==> config.mk <==
export PLATFORM = sky130hd
export DESIGN_NAME = serial_dac_core
export DESIGN_NICKNAME = d
export VERILOG_FILES = /design/src/core/pin_sync.v /design/src/core/serial_dac_core.v
export VERILOG_INCLUDE_DIRS = /design/src /design/src/common
export SDC_FILE = /design/constraint.sdc
export NUM_CORES = 1
export LEC_CHECK = 0
export BUFFER_PORTS_ARGS = -buffer_cell sky130_fd_sc_hd__buf_2
export CAP_MARGIN = 5
export CORE_ASPECT_RATIO = 1.25
export CORE_MARGIN = 5
export CORE_UTILIZATION = 50
export CTS_CLUSTER_DIAMETER = 120
export DETAILED_ROUTE_END_ITERATION = 8
export MAX_ROUTING_LAYER = met4
export PLACE_DENSITY = 0.69
export SETUP_SLACK_MARGIN = 0.4
export SKIP_CTS_REPAIR_TIMING = 1
export SYNTH_ARGS = -nofsm -noshare
export SYNTH_HDL_FRONTEND = slang
export SYNTH_SLANG_ARGS = --single-unit
==> constraint.sdc <==
create_clock -name ref_clk_in -period 9.6 [get_ports ref_clk_in]
set_input_delay 0.48 -clock ref_clk_in [delete_from_list [all_inputs] [get_ports ref_clk_in]]
set_output_delay 0.48 -clock ref_clk_in [all_outputs]
set_load 0.01 [all_outputs]
==> src/common/serial_dac_defines.vh <==
// Constants for the serial DAC command interface
`ifndef SERIAL_DAC_DEFINES_VH
`define SERIAL_DAC_DEFINES_VH
`define SHIFT_LEN 32
`define CMD_MSB 23
`define CMD_LSB 20
`define DATA_MSB 15
`define DATA_LSB 0
`define CMD_WRITE 4'h0
`define CMD_UPDATE 4'h1
`define CMD_WRITE_UPDATE 4'h3
`define CMD_POWER_DOWN 4'h4
`define CMD_NOP 4'hf
`define CODE_ZERO 16'h0000
`define CODE_MIDSCALE 16'h8000
`define REF_CLK_MHZ 250
`define SETTLE_5V_US 12
`define SETTLE_3V_US 30
`define SYNC_IDLE 5'h07
`endif

==> src/core/pin_sync.v <==
// Two-flop synchroniser for a group of input pins
`timescale 1ns/1ps
`default_nettype none
module pin_sync #(
   parameter WIDTH = 1,
   parameter [WIDTH-1:0] INIT = {WIDTH{1'b0}}
) (
   input wire ref_clk_in,
   input wire rstn_in,
   input wire [WIDTH-1:0] pins_in,
   output reg [WIDTH-1:0] sync_out
);
   reg [WIDTH-1:0] meta;
   always @(posedge ref_clk_in or negedge rstn_in)
   begin
      if (!rstn_in)
      begin
         meta <= INIT;
         sync_out <= INIT;
      end
      else
      begin
         meta <= pins_in;
         sync_out <= meta;
      end
   end
endmodule
`default_nettype wire

==> src/core/serial_dac_core.v <==
// Serial command interface of a single voltage-output DAC
// Operation
// - Data-out shows bit from 32 rising clocks ago, changed on falling clock edge.
// - Code 0000 writes data word into input register only.
// - Code 0001 copies input register to DAC register and powers up.
// - Code 0011 writes input register, updates DAC register, powers up.
// - Code 0100 enters power-down; data word ignored.
// - Code 1111 does nothing; host sends it to other chained devices.
// - Command executes on select rising edge, shared by all chained devices.
// - Power-down leaves input and DAC registers unchanged.
// - Any update, command or pin, leaves power-down.
// - Output flagged unsettled 12us (5V) or 30us (3V) after power-up.
// - Update pin low while select high copies input to DAC register.
// - Update pulse starting while select low powers up, no update.
// - Update pin low at select rise: execute command, then update.
// - Update pin low always powers up.
// - Update pin low at select rise blocks power-down command.
// - Word: 4 command bits, 4 don't-care, 16 data MSB first; shift while select low.
// - Clear pin low forces registers to zero or midscale code.
`timescale 1ns/1ps
`default_nettype none
`include "serial_dac_defines.vh"
module serial_dac_core #(
   parameter MIDSCALE_VARIANT = 0,
   parameter SETTLE_5V_CYCLES = `SETTLE_5V_US * `REF_CLK_MHZ,
   parameter SETTLE_3V_CYCLES = `SETTLE_3V_US * `REF_CLK_MHZ
) (
   input wire ref_clk_in,
   input wire rstn_in,
   input wire serial_clk_in,
   input wire serial_data_in,
   input wire select_and_load_n_in,
   input wire async_update_n_in,
   input wire async_clear_n_in,
   input wire supply_is_3v_in,
   output reg serial_data_out,
   output reg [15:0] input_code_out,
   output reg [15:0] dac_code_out,
   output reg powered_down_out,
   output reg settled_out
);
   localparam [15:0] CLEAR_CODE = MIDSCALE_VARIANT ? `CODE_MIDSCALE : `CODE_ZERO;
   localparam [31:0] LONG_SETTLE = SETTLE_3V_CYCLES;
   localparam [31:0] SHORT_SETTLE = SETTLE_5V_CYCLES;
   localparam PD_ACTIVE = 1'b0;
   localparam PD_DOWN = 1'b1;

   // Synchronised pins and edges
   wire [4:0] pin_group;
   wire [4:0] sync;
   wire sclk;
   wire sdi;
   wire sel_n;
   wire upd_n;
   wire clr_n;
   reg sclk_d;
   reg sel_d;
   reg upd_d;
   wire sclk_rise;
   wire sclk_fall;
   wire sel_rise;
   wire upd_fall;
   wire shift_en;

   // Command decode
   reg [`SHIFT_LEN-1:0] shifter;
   wire [3:0] cmd;
   wire [15:0] data_word;
   wire is_write;
   wire is_update;
   wire is_write_update;
   wire is_power_down;
   wire loads_input;
   wire updates_dac;
   wire pd_allowed;
   wire upd_held;
   wire pin_copy;
   wire wake;

   // Next-state terms
   reg [31:0] settle_cnt;
   reg [31:0] next_settle_cnt;
   wire [31:0] settle_load;
   reg next_settled;
   reg [15:0] next_input;
   reg [15:0] next_dac;
   reg next_pd;
   reg next_out_bit;
   reg pu_event;

   // Two-flop synchronisers on every pin input except supply_is_3v_in
   assign pin_group = {serial_clk_in, serial_data_in, select_and_load_n_in,
      async_update_n_in, async_clear_n_in};
   pin_sync #(
      .WIDTH(5),
      .INIT(`SYNC_IDLE)
   ) u_sync (
      .ref_clk_in(ref_clk_in),
      .rstn_in(rstn_in),
      .pins_in(pin_group),
      .sync_out(sync)
   );

   // Pin views after synchronisation
   assign sclk = sync[4];
   assign sdi = sync[3];
   assign sel_n = sync[2];
   assign upd_n = sync[1];
   assign clr_n = sync[0];

   // Edges of the synchronised pins
   assign sclk_rise = sclk & ~sclk_d;
   assign sclk_fall = ~sclk & sclk_d;
   assign sel_rise = sel_n & ~sel_d;
   assign upd_fall = ~upd_n & upd_d;
   assign shift_en = sclk_rise & ~sel_n;

   // Command word fields
   assign cmd = shifter[`CMD_MSB:`CMD_LSB];
   assign data_word = shifter[`DATA_MSB:`DATA_LSB];

   // Command decode; reserved codes and no-op decode to nothing
   assign is_write = (cmd == `CMD_WRITE);
   assign is_update = (cmd == `CMD_UPDATE);
   assign is_write_update = (cmd == `CMD_WRITE_UPDATE);
   assign is_power_down = (cmd == `CMD_POWER_DOWN);
   assign loads_input = is_write | is_write_update;
   assign updates_dac = is_update | is_write_update;
   assign upd_held = ~upd_n;
   assign pd_allowed = is_power_down & upd_n;
   assign pin_copy = sel_n & ~upd_n;
   assign wake = upd_fall;
   assign settle_load = supply_is_3v_in ? LONG_SETTLE : SHORT_SETTLE;

   // Next contents of input and DAC registers
   always @*
   begin
      next_input = input_code_out;
      next_dac = dac_code_out;
      if (sel_rise)
      begin
         if (loads_input)
         begin
            next_input = data_word;
         end
         if (updates_dac)
         begin
            next_dac = loads_input ? data_word : input_code_out;
         end
         if (upd_held)
         begin
            next_dac = loads_input ? data_word : input_code_out;
         end
      end
      else if (pin_copy)
      begin
         next_dac = input_code_out;
      end
   end

   // Power state: active or powered down
   always @*
   begin
      next_pd = powered_down_out;
      pu_event = 1'b0;
      case (powered_down_out)
         PD_ACTIVE:
         begin
            if (sel_rise && pd_allowed)
            begin
               next_pd = PD_DOWN;
            end
         end
         PD_DOWN:
         begin
            if (wake)
            begin
               next_pd = PD_ACTIVE;
               pu_event = 1'b1;
            end
            else if (sel_rise && (updates_dac || upd_held))
            begin
               next_pd = PD_ACTIVE;
               pu_event = 1'b1;
            end
            else if (!sel_rise && pin_copy)
            begin
               next_pd = PD_ACTIVE;
               pu_event = 1'b1;
            end
         end
         default:
         begin
            next_pd = PD_ACTIVE;
         end
      endcase
   end

   // Daisy-chain output bit
   always @*
   begin
      next_out_bit = serial_data_out;
      if (sclk_fall)
      begin
         next_out_bit = shifter[`SHIFT_LEN-1];
      end
   end

   // Settling counter, loaded on leaving power-down
   always @*
   begin
      next_settle_cnt = settle_cnt;
      if (pu_event && powered_down_out)
      begin
         next_settle_cnt = settle_load;
      end
      else if (settle_cnt != 32'h0)
      begin
         next_settle_cnt = settle_cnt - 32'h1;
      end
      next_settled = (next_settle_cnt == 32'h0);
   end

   // Pin edge history
   always @(posedge ref_clk_in or negedge rstn_in)
   begin
      if (!rstn_in)
      begin
         sclk_d <= 1'b0;
         sel_d <= 1'b1;
         upd_d <= 1'b1;
      end
      else
      begin
         sclk_d <= sclk;
         sel_d <= sel_n;
         upd_d <= upd_n;
      end
   end

   // Input shift register and serial output
   always @(posedge ref_clk_in or negedge rstn_in)
   begin
      if (!rstn_in)
      begin
         shifter <= {`SHIFT_LEN{1'b0}};
         serial_data_out <= 1'b0;
      end
      else
      begin
         if (shift_en)
         begin
            shifter <= {shifter[`SHIFT_LEN-2:0], sdi};
         end
         serial_data_out <= next_out_bit;
      end
   end

   // Input and DAC registers; clear wins over every write
   always @(posedge ref_clk_in or negedge rstn_in)
   begin
      if (!rstn_in)
      begin
         input_code_out <= CLEAR_CODE;
         dac_code_out <= CLEAR_CODE;
      end
      else if (!clr_n)
      begin
         input_code_out <= CLEAR_CODE;
         dac_code_out <= CLEAR_CODE;
      end
      else
      begin
         input_code_out <= next_input;
         dac_code_out <= next_dac;
      end
   end

   // Power state and settling counter
   always @(posedge ref_clk_in or negedge rstn_in)
   begin
      if (!rstn_in)
      begin
         powered_down_out <= PD_ACTIVE;
         settle_cnt <= 32'h0;
         settled_out <= 1'b1;
      end
      else
      begin
         powered_down_out <= next_pd;
         settle_cnt <= next_settle_cnt;
         settled_out <= next_settled;
      end
   end
endmodule
`default_nettype wire

==> impl_metrics.yaml, run 1 <==
cts:
  clk_pin_slew_ns: 0.08
  cts_root_buffer: "clkbuf_16"
  clk_latency_ns: 0.34
  cts_tree: "built"
  cts.sinks: 112
  clk_path_buf_depth: 2
  htree_num_levels: 3
  cts_buffers: 9
cells_and_area:
  final_area_um2: 5490
  final_cell_mix: "dfrtp_1, nor2_1, buf_2"
  drive_gt1_share_pct: 24.7
  post-route-util_pct: 57.4
  fin_nets: 459
  diodes: 0
  syn2layout_area_growth_pct: 12.8
  final_common_cell: "dfrtp_1"
timing:
  finalCritPeriodShare_pct: 41.5
  rsz0062_at_grt: "false"
  whs_ns: 0.142
  setup_violations: 0
  slew_viol_final: 0
  worst_slew_pin_slew_ns: 1.13
  layout_setup_ws_ns: 5.62
  slew-limit-headroom_pct: 24.2
  period_needed_ns: 3.98
  hold_viol_final: 0
  fmax_mhz: 251
  setup_tns_ns: 0
  clock-skew-final_ns: 0.00748
routing:
  initialDrtViolationCount: 185
  drc_errors: 0
  wl_per_cell_um: 17.4
  viasPerCell: 5.79
  wl_um: 10100
  vias: 3359
  first_pass_iters: 5
  ant_nets: 0
worst_setup_path:
  path_max_fanout: 22
  cp_slowest_cell: "nor4_4"
  critical_path.cell_chain: "or4_4 -> or3_1 -> nor4_4 -> nor2_1 -> xnor2_1 -> o32ai_1 -> or4_1 -> nor4_2"
  worstPathRequired_ns: 9.86
  critPathKind: "flop to flop"
  endpoint_kind: "flop"
  start_kind: "flop"
  slowest_delay_ns: 1.01
  arrival_ns: 4.24
synth:
  syn_inst: 414
  syn-cell-area_um2: 4870
  postSynth.asyncResetShare_pct: 100
  synth_cell_type_count: 47
  yosys_warnings: 0
  synth-edff-count: 0
  synth_area_per_cell_um2: 11.8
  synth.top_cell.area_share_pct: 53.0
  synth_seq_area_share_pct: 57.8
  syn_nets: 424
  synth-seq-cells: 112
  synth_top_area_cell: "dfrtp_1"
  synth_ff_type: "dfrtp_1"
  netlist_top_cells_area: "dfrtp_1, mux2_2, dfstp_2"
global_route:
  grt_max_degree: 65
  grt_pass1_wl_um: 17100
  overflow: 0
  antenna_found_initial: 0
  grt_usage_pct: 18.5
  grt_pass1_vias: 3448
placed_design:
  gp_congestion: 0.940
  port_buffers: 42
  pre_cts_ws_ns: 5.74
  dpl_cell_area_um2: 5170
  place_hpwl_um: 6940
status:
  outcome: "finished clean"
floorplan:
  io_pins: 43
  initial_core_util_pct: 50.9
  fp.dieW_um: 98.2
  dieArea_um2: 11800
  dieHeight_um: 120
  rows: 40
  core_area_um2: 9560
pwr:
  ir_worst_vdd_mv: 0.140
  powerDensity_nw_per_um2: 177
  leakage_uw: 0.00268
run:
  maxCapViolations: 0
worst_hold_path:
  hold_class: "input pin to asynchronous set/reset pin"
-- layer usage --
metal  up-vias  part of all wire, %  global-route usage (%)
li1       1575                    -                       -
met3        24                  5.1                    3.87
met5         -                    0                       -
met2       104                   50                    30.0
met4         0                  2.6                    6.83
met1      1656                   42                    23.1
-- worst max-delay path, delay by kind of cell (launching register included) --
kind	cells	cell delay [ns]
compound gates	1	0.14
xor+xnor	1	0.28
flops	1	0.41
simple gates	6	3.08
-- power by group --
part           total [uW]  leakage [uW]  switching [uW]  internal (uW)
Sequential            518       0.00146            20.2            498
Clock                 393      0.000157             182            211
Combinational        60.4       0.00106            33.6           26.7
Total                 971       0.00268             236            736
-- cell usage after synthesis, types with 3 or more instances --
cell,number
nor3b_1,5
o31ai_1,17
dfrtp_1,103
xnor2_1,15
or4_1,9
o41ai_1,3
or3_1,6
xor2_1,13
nor3_1,13
mux2i_1,16
a21oi_1,12
dfstp_2,9
nand3_1,22
nor4_1,14
nor2_1,45
and2_1,5
nand4_1,3
clkbuf_1,16
inv_1,6
mux2_2,33
nand2_1,16
-- cells by family (layout without fill, tap and decap cells) --
kind of cell | count (synthesis) | count (layout) | synth area share (%)
and+or+nand+nor | 148 | 148 | 16.1
DFF | 112 | 112 | 57.8
muxes | 49 | 49 | 10.9
AOI/OAI and AO/OA | 48 | 48 | 7.15
xor gates and xnor gates | 28 | 28 | 5.04
buffers and inverters | 27 | 67 | 2.44
adders and majority gates | 2 | 2 | 0.514
-- layout make-up --
class | count | area [um2]
fill | 799 | 4070
sequential | 112 | 2810
multi-input combinational | 275 | 1940
timing repair buffer | 45 | 235
clock buffer | 9 | 225
tap | 126 | 158
clock inverter | 7 | 95.1
inverter | 6 | 22.5
-- metrics by stage --
step                instances  power (uW)
finish                    580         971
global route              580        1010
CTS                       580         983
detailed placement        564         589
global placement          564         587
floorplan                 414         559
-- state kept, by name (all words and copies together), names as in the netlist --
name and count:
settled_out 1, upd_d 1, serial_data_out 1, shifter 32, input_code_out 16, settle_cnt 32
u_sync.meta 5, dac_code_out 16, powered_down_out 1, sclk_d 1, sel_d 1, u_sync.sync_out 5
-- worst paths after layout --
check                                  startpoint            endpoint  slack, ns  depth (start not counted)
worst min-delay path                      rstn_in  input_code_out[11]       0.14                          1
worst max register to register     settle_cnt[16]         settled_out       5.62                          8
min in group ref_clk_in         async_update_n_in      u_sync.meta[1]       0.22                          1
worst max-delay path               settle_cnt[16]         settled_out       5.62                          8
worst min register to register     u_sync.meta[3]  u_sync.sync_out[3]       0.35                          0
max in group asynchronous                 rstn_in      settle_cnt[18]       8.23                          2
No activity file was read; power rests on OpenSTA's default activity.
==> inputs of run 2 (changes only) <==
Settings changed: PLACE_DENSITY 0.69 to 0.71.
Clock period 9.6 ns to 3.5 ns, I/O delays scaled along.
==> run 2 against run 1 <==
Compared with the run above:
- routed wire length increased by 8.0%
- combinational power grew to 2.9 times the previous value
- clock-buffer cell count is the same
- design area up 7.1%
==> impl_metrics.yaml, run 2 (synthesis gave the netlist of run 1 again) <==
cells_and_area:
  reg_top3: "settle_cnt: 32 flops, shifter: 32 flops"
  fin_nets: 492
  final_area_um2: 5880
  diodes: 0
  finalNonFillerCells: 613
  final_cell_mix: "dfrtp_1, nor2_1, buf_2"
  syn2layout_area_growth_pct: 20.7
  final_common_cell: "dfrtp_1"
  drive_gt1_share_pct: 32.4
cts:
  clk_pin_slew_ns: 0.08
  cts.sinks: 112
  cts_tree: "built"
  cts_root_buffer: "clkbuf_16"
  htree_num_levels: 3
  clk_path_buf_depth: 2
  cts_buffers: 9
  clk_latency_ns: 0.35
timing:
  finalCritPeriodShare_pct: 88.9
  slew_viol_final: 0
  worst_slew_pin_slew_ns: 0.934
  setup_violations: 0
  clock-skew-final_ns: 0.0108
  period_needed_ns: 3.11
  fmax_mhz: 322
  layout_setup_ws_ns: 0.390
  setup_tns_ns: 0
  slew-limit-headroom_pct: 37.6
  hold_viol_final: 0
  rsz0062_at_grt: "true"
status:
  outcome: "finished clean"
floorplan:
  core_area_um2: 9560
  initial_core_util_pct: 50.9
  rows: 40
  dieHeight_um: 120
  fp.dieW_um: 98.2
  dieArea_um2: 11800
  io_pins: 43
routing:
  vias: 3481
  ant_nets: 0
  viasPerCell: 5.68
  wl_um: 10900
  initialDrtViolationCount: 132
  drc_errors: 0
  first_pass_iters: 4
  wl_per_cell_um: 17.7
worst_setup_path:
  slowest_delay_ns: 0.52
  path_max_fanout: 7
  crit_path_start: "settle_cnt[15]"
  arrival_ns: 3.37
  start_kind: "flop"
  rr_startpoint: "settle_cnt[15]"
  worstPathRequired_ns: 3.76
  critPathKind: "flop to flop"
  critical_path.cell_chain: "or4_4 -> or3_4 -> or4_4 -> nand3_2 -> nor3_1 -> xor2_1 -> a2111o_1 -> nor4_4"
  endpoint_kind: "flop"
  cpLargestDelayFamily: "simple AND/OR/NAND/NOR gates"
  path_common_cell: "or4_4"
  worst-path-buf-inv: 0
  cp_slowest_cell: "or4_4"
placed_design:
  dpl_cell_area_um2: 5280
  pre_cts_ws_ns: 0.149
  placed_cells: 577
  gp_congestion: 0.853
  port_buffers: 42
  place_hpwl_um: 7410
worst_hold_path:
  min_from: "supply_is_3v_in"
  hold_class: "input pin to flop"
global_route:
  overflow: 0
  antenna_found_initial: 0
  grt_max_degree: 56
  grt_usage_pct: 19.7
  grt_pass1_vias: 3621
  grt_pass1_wl_um: 18000
pwr:
  ir_worst_vdd_mv: 0.381
  powerDensity_nw_per_um2: 460
  leakage_uw: 0.00285
run:
  maxCapViolations: 0
run 2: cell count changes in the layout (fill, tap and decap cells not counted), sizes merged:
cell,before,now
buf,45,72
clkinv,2,3
dlygate4sd3,0,6
inv,10,9
run 2: cell type report:
class	instances	area, um2
fillers	759	3680
flip-flops and latches	112	2820
multi-input cells	275	2050
repair buffers	78	499
clock buffers	9	225
well taps	126	158
clock inverters	7	108
inverters	6	22.5
run 2: through the flow:
| step | utilization (%) | hold slack, ns | total power [uW] |
|---|---|---|---|
| after floorplan | - | -0.121 | 1530 |
| after global placement | 55.2 | 0.264 | 1610 |
| after detailed placement | 55.2 | 0.269 | 1620 |
| after CTS | 58.7 | -0.118 | 2730 |
| after global routing | 61.5 | 0.191 | 2820 |
| final | 61.5 | 0.176 | 2700 |
run 2: worst paths after layout:
path	end	slack, ns	cells past startpoint
worst max-delay path	settled_out	0.39	8
min in group asynchronous	settle_cnt[29]	0.41	2
max in group asynchronous	u_sync.meta[2]	2.15	3
worst min-delay path	settle_cnt[6]	0.18	3
worst max register to register	settled_out	0.39	8
worst min register to register	u_sync.sync_out[4]	0.36	0
run 2: worst min-delay path: cells and delay by family:
kind	cells	cell delay, ns
AOI/OAI and AO/OA	1	0.13
buffers and inverters	1	0.08
and+or+nand+nor	1	0.10
run 2: power by group:
group / total (uW) / switching [uW] / internal [uW]
clock: 1110 / 521 / 584
combinational: 176 / 95.7 / 80.1
sequential: 1420 / 55.3 / 1370
run 2: routing by layer:
layer / wire length, um / global-route usage [%] / vias to the layer above / part of all wire (%)
met4: 291 / 8.88 / 0 / 2.7
li1: - / - / 1628 / -
met1: 4410 / 23.7 / 1743 / 41
met3: 498 / 3.35 / 18 / 4.6
met5: 0 / - / - / 0
met2: 5680 / 32.6 / 92 / 52
==> inputs of run 3 (changes only) <==
Settings changed: CORE_UTILIZATION 50 to 53, HOLD_SLACK_MARGIN from default to 0.12, PLACE_DENSITY 0.71 to 0.75.
==> run 3 against run 2 <==
Compared with the run above:
- fmax shrank 1.2%
- non-clock buffer count shrank 6
- clock-buffer cell count up 1
- clock skew barely moved
- utilization rose by 1.7 points
- largest power group unchanged
==> impl_metrics.yaml, run 3 (synthesis gave the netlist of run 1 again) <==
status:
  outcome: "finished clean"
global_route:
  grt_pass1_wl_um: 17900
  grt_usage_pct: 21.3
  antenna_found_initial: 0
  overflow: 0
  grt_max_degree: 52
  grt_pass1_vias: 3538
run:
  maxCapViolations: 0
floorplan:
  fp.dieW_um: 95.7
  core_area_um2: 9080
  dieHeight_um: 117
  rows: 39
  dieArea_um2: 11200
  io_pins: 43
  initial_core_util_pct: 53.6
worst_setup_path:
  endpoint_kind: "flop"
  reg2reg_slack_ns: 0.35
  rr_worst_depth: 8
  arrival_ns: 3.40
  cp.depth: 8
  cpLargestDelayFamily: "simple AND/OR/NAND/NOR gates"
  slowest_delay_ns: 0.56
  worstPathRequired_ns: 3.75
  critPathKind: "flop to flop"
  rr_startpoint: "settle_cnt[18]"
  path_max_fanout: 8
  worst-path-buf-inv: 0
  path_common_cell: "or4_4"
  r2r-end: "settled_out"
  critical_path.cell_chain: "or4_4 -> or3_4 -> or4_4 -> o21ai_2 -> and3_1 -> o211ai_1 -> or4_1 -> nor4_2"
  cp_slowest_cell: "or4_4"
  start_kind: "flop"
timing:
  hold_viol_final: 0
  slew-limit-headroom_pct: 37.1
  worst_slew_pin_slew_ns: 0.942
  setup_violations: 0
  period_needed_ns: 3.15
  finalCritPeriodShare_pct: 90.0
  clock-skew-final_ns: 0.0108
  whs_ns: 0.191
  setup_tns_ns: 0
  rsz0062_at_grt: "true"
  slew_viol_final: 0
  fmax_mhz: 318
cts:
  cts_buffers: 9
  cts_tree: "built"
  clk_pin_slew_ns: 0.07
  clk_latency_ns: 0.35
  htree_num_levels: 3
  clk_path_buf_depth: 2
  cts_root_buffer: "clkbuf_16"
  cts.sinks: 112
routing:
  wl_per_cell_um: 17.2
  initialDrtViolationCount: 131
  vias: 3423
  viasPerCell: 5.67
  ant_nets: 0
  first_pass_iters: 4
  drc_errors: 0
  wl_um: 10400
worst_hold_path:
  min_from: "supply_is_3v_in"
  hold_class: "input pin to flop"
  whs_path_depth: 3
  worst_hold_path.endpoint: "settle_cnt[6]"
pwr:
  powerDensity_nw_per_um2: 467
  leakage_uw: 0.00281
  ir_worst_vdd_mv: 0.315
placed_design:
  port_buffers: 42
  place_hpwl_um: 7040
  gp_congestion: 0.957
cells_and_area:
  fin_nets: 486
  drive_gt1_share_pct: 29.1
  diodes: 0
  post-route-util_pct: 63.2
  final_common_cell: "dfrtp_1"
  final_cell_mix: "dfrtp_1, nor2_1, buf_2"
  syn2layout_area_growth_pct: 17.8
  reg_top3: "settle_cnt: 32 flops, shifter: 32 flops"
run 3: cell types whose count changed in the layout (fill, tap and decap cells not counted), moves of 2 or more:
| cell | change |
|---|---|
| buf_4 | -4 |
| nand2_2 | -2 |
| clkinv_8 | -3 |
| inv_8 | +2 |
| xnor2_1 | +2 |
| or4_1 | +3 |
| or4_4 | -3 |
| xnor2_2 | -2 |
| nand2_1 | +2 |
run 3: metal layers:
metal  wire length (um)  track usage [%]  vias to the layer above  part of all wire [%]
met5                  0                -                        -                     0
met4                276             8.44                        0                   2.7
met3                289             3.39                       26                   2.8
met2               5380             34.1                       80                    52
met1               4460             27.2                     1697                    43
li1                   -                -                     1620                     -
run 3: final cells by class:
cell class	instances	area, um2
clock buffer	10	239
clock inverter	6	81.3
fill	774	3340
inverter	6	22.5
multi-input combinational	275	1970
sequential	112	2820
tap	123	154
timing repair buffer	72	453
run 3: how the worst max path moves through the flow:
stage,startpoint,endpoint,slack (ns)
2_1_floorplan,settle_cnt[16],settled_out,0.40
3_3_place_gp,settle_cnt[16],settled_out,0.19
3_5_place_dp,settle_cnt[16],settled_out,0.15
4_1_cts,settle_cnt[16],settled_out,0.15
5_1_grt,settle_cnt[8],settled_out,0.23
6_report,settle_cnt[18],settled_out,0.35
run 3: per-stage QoR:
| step | std cells | area (um2) | setup WS (ns) | total power (uW) |
|---|---|---|---|---|
| CTS | 589 | 5590 | 0.148 | 2700 |
| detailed placement | 573 | 5270 | 0.152 | 1620 |
| global placement | 573 | 5270 | 0.194 | 1610 |
| floorplan | 414 | 4880 | 0.404 | 1530 |
| finish | 604 | 5730 | 0.351 | 2680 |
| global route | 604 | 5730 | 0.226 | 2790 |
run 3: power by group:
part | internal (uW) | switching (uW) | total [uW]
sequential | 1370 | 53.7 | 1420
combinational | 79.2 | 95.3 | 174
clock | 594 | 490 | 1080
run 3: worst register-to-register path: cells and delay by family, from the launching register on:
| family | cells | cell delay (ns) |
|---|---|---|
| AO/OA/AOI/OAI | 2 | 0.20 |
| flip-flops | 1 | 0.39 |
| AND/OR/NAND/NOR | 6 | 2.48 |
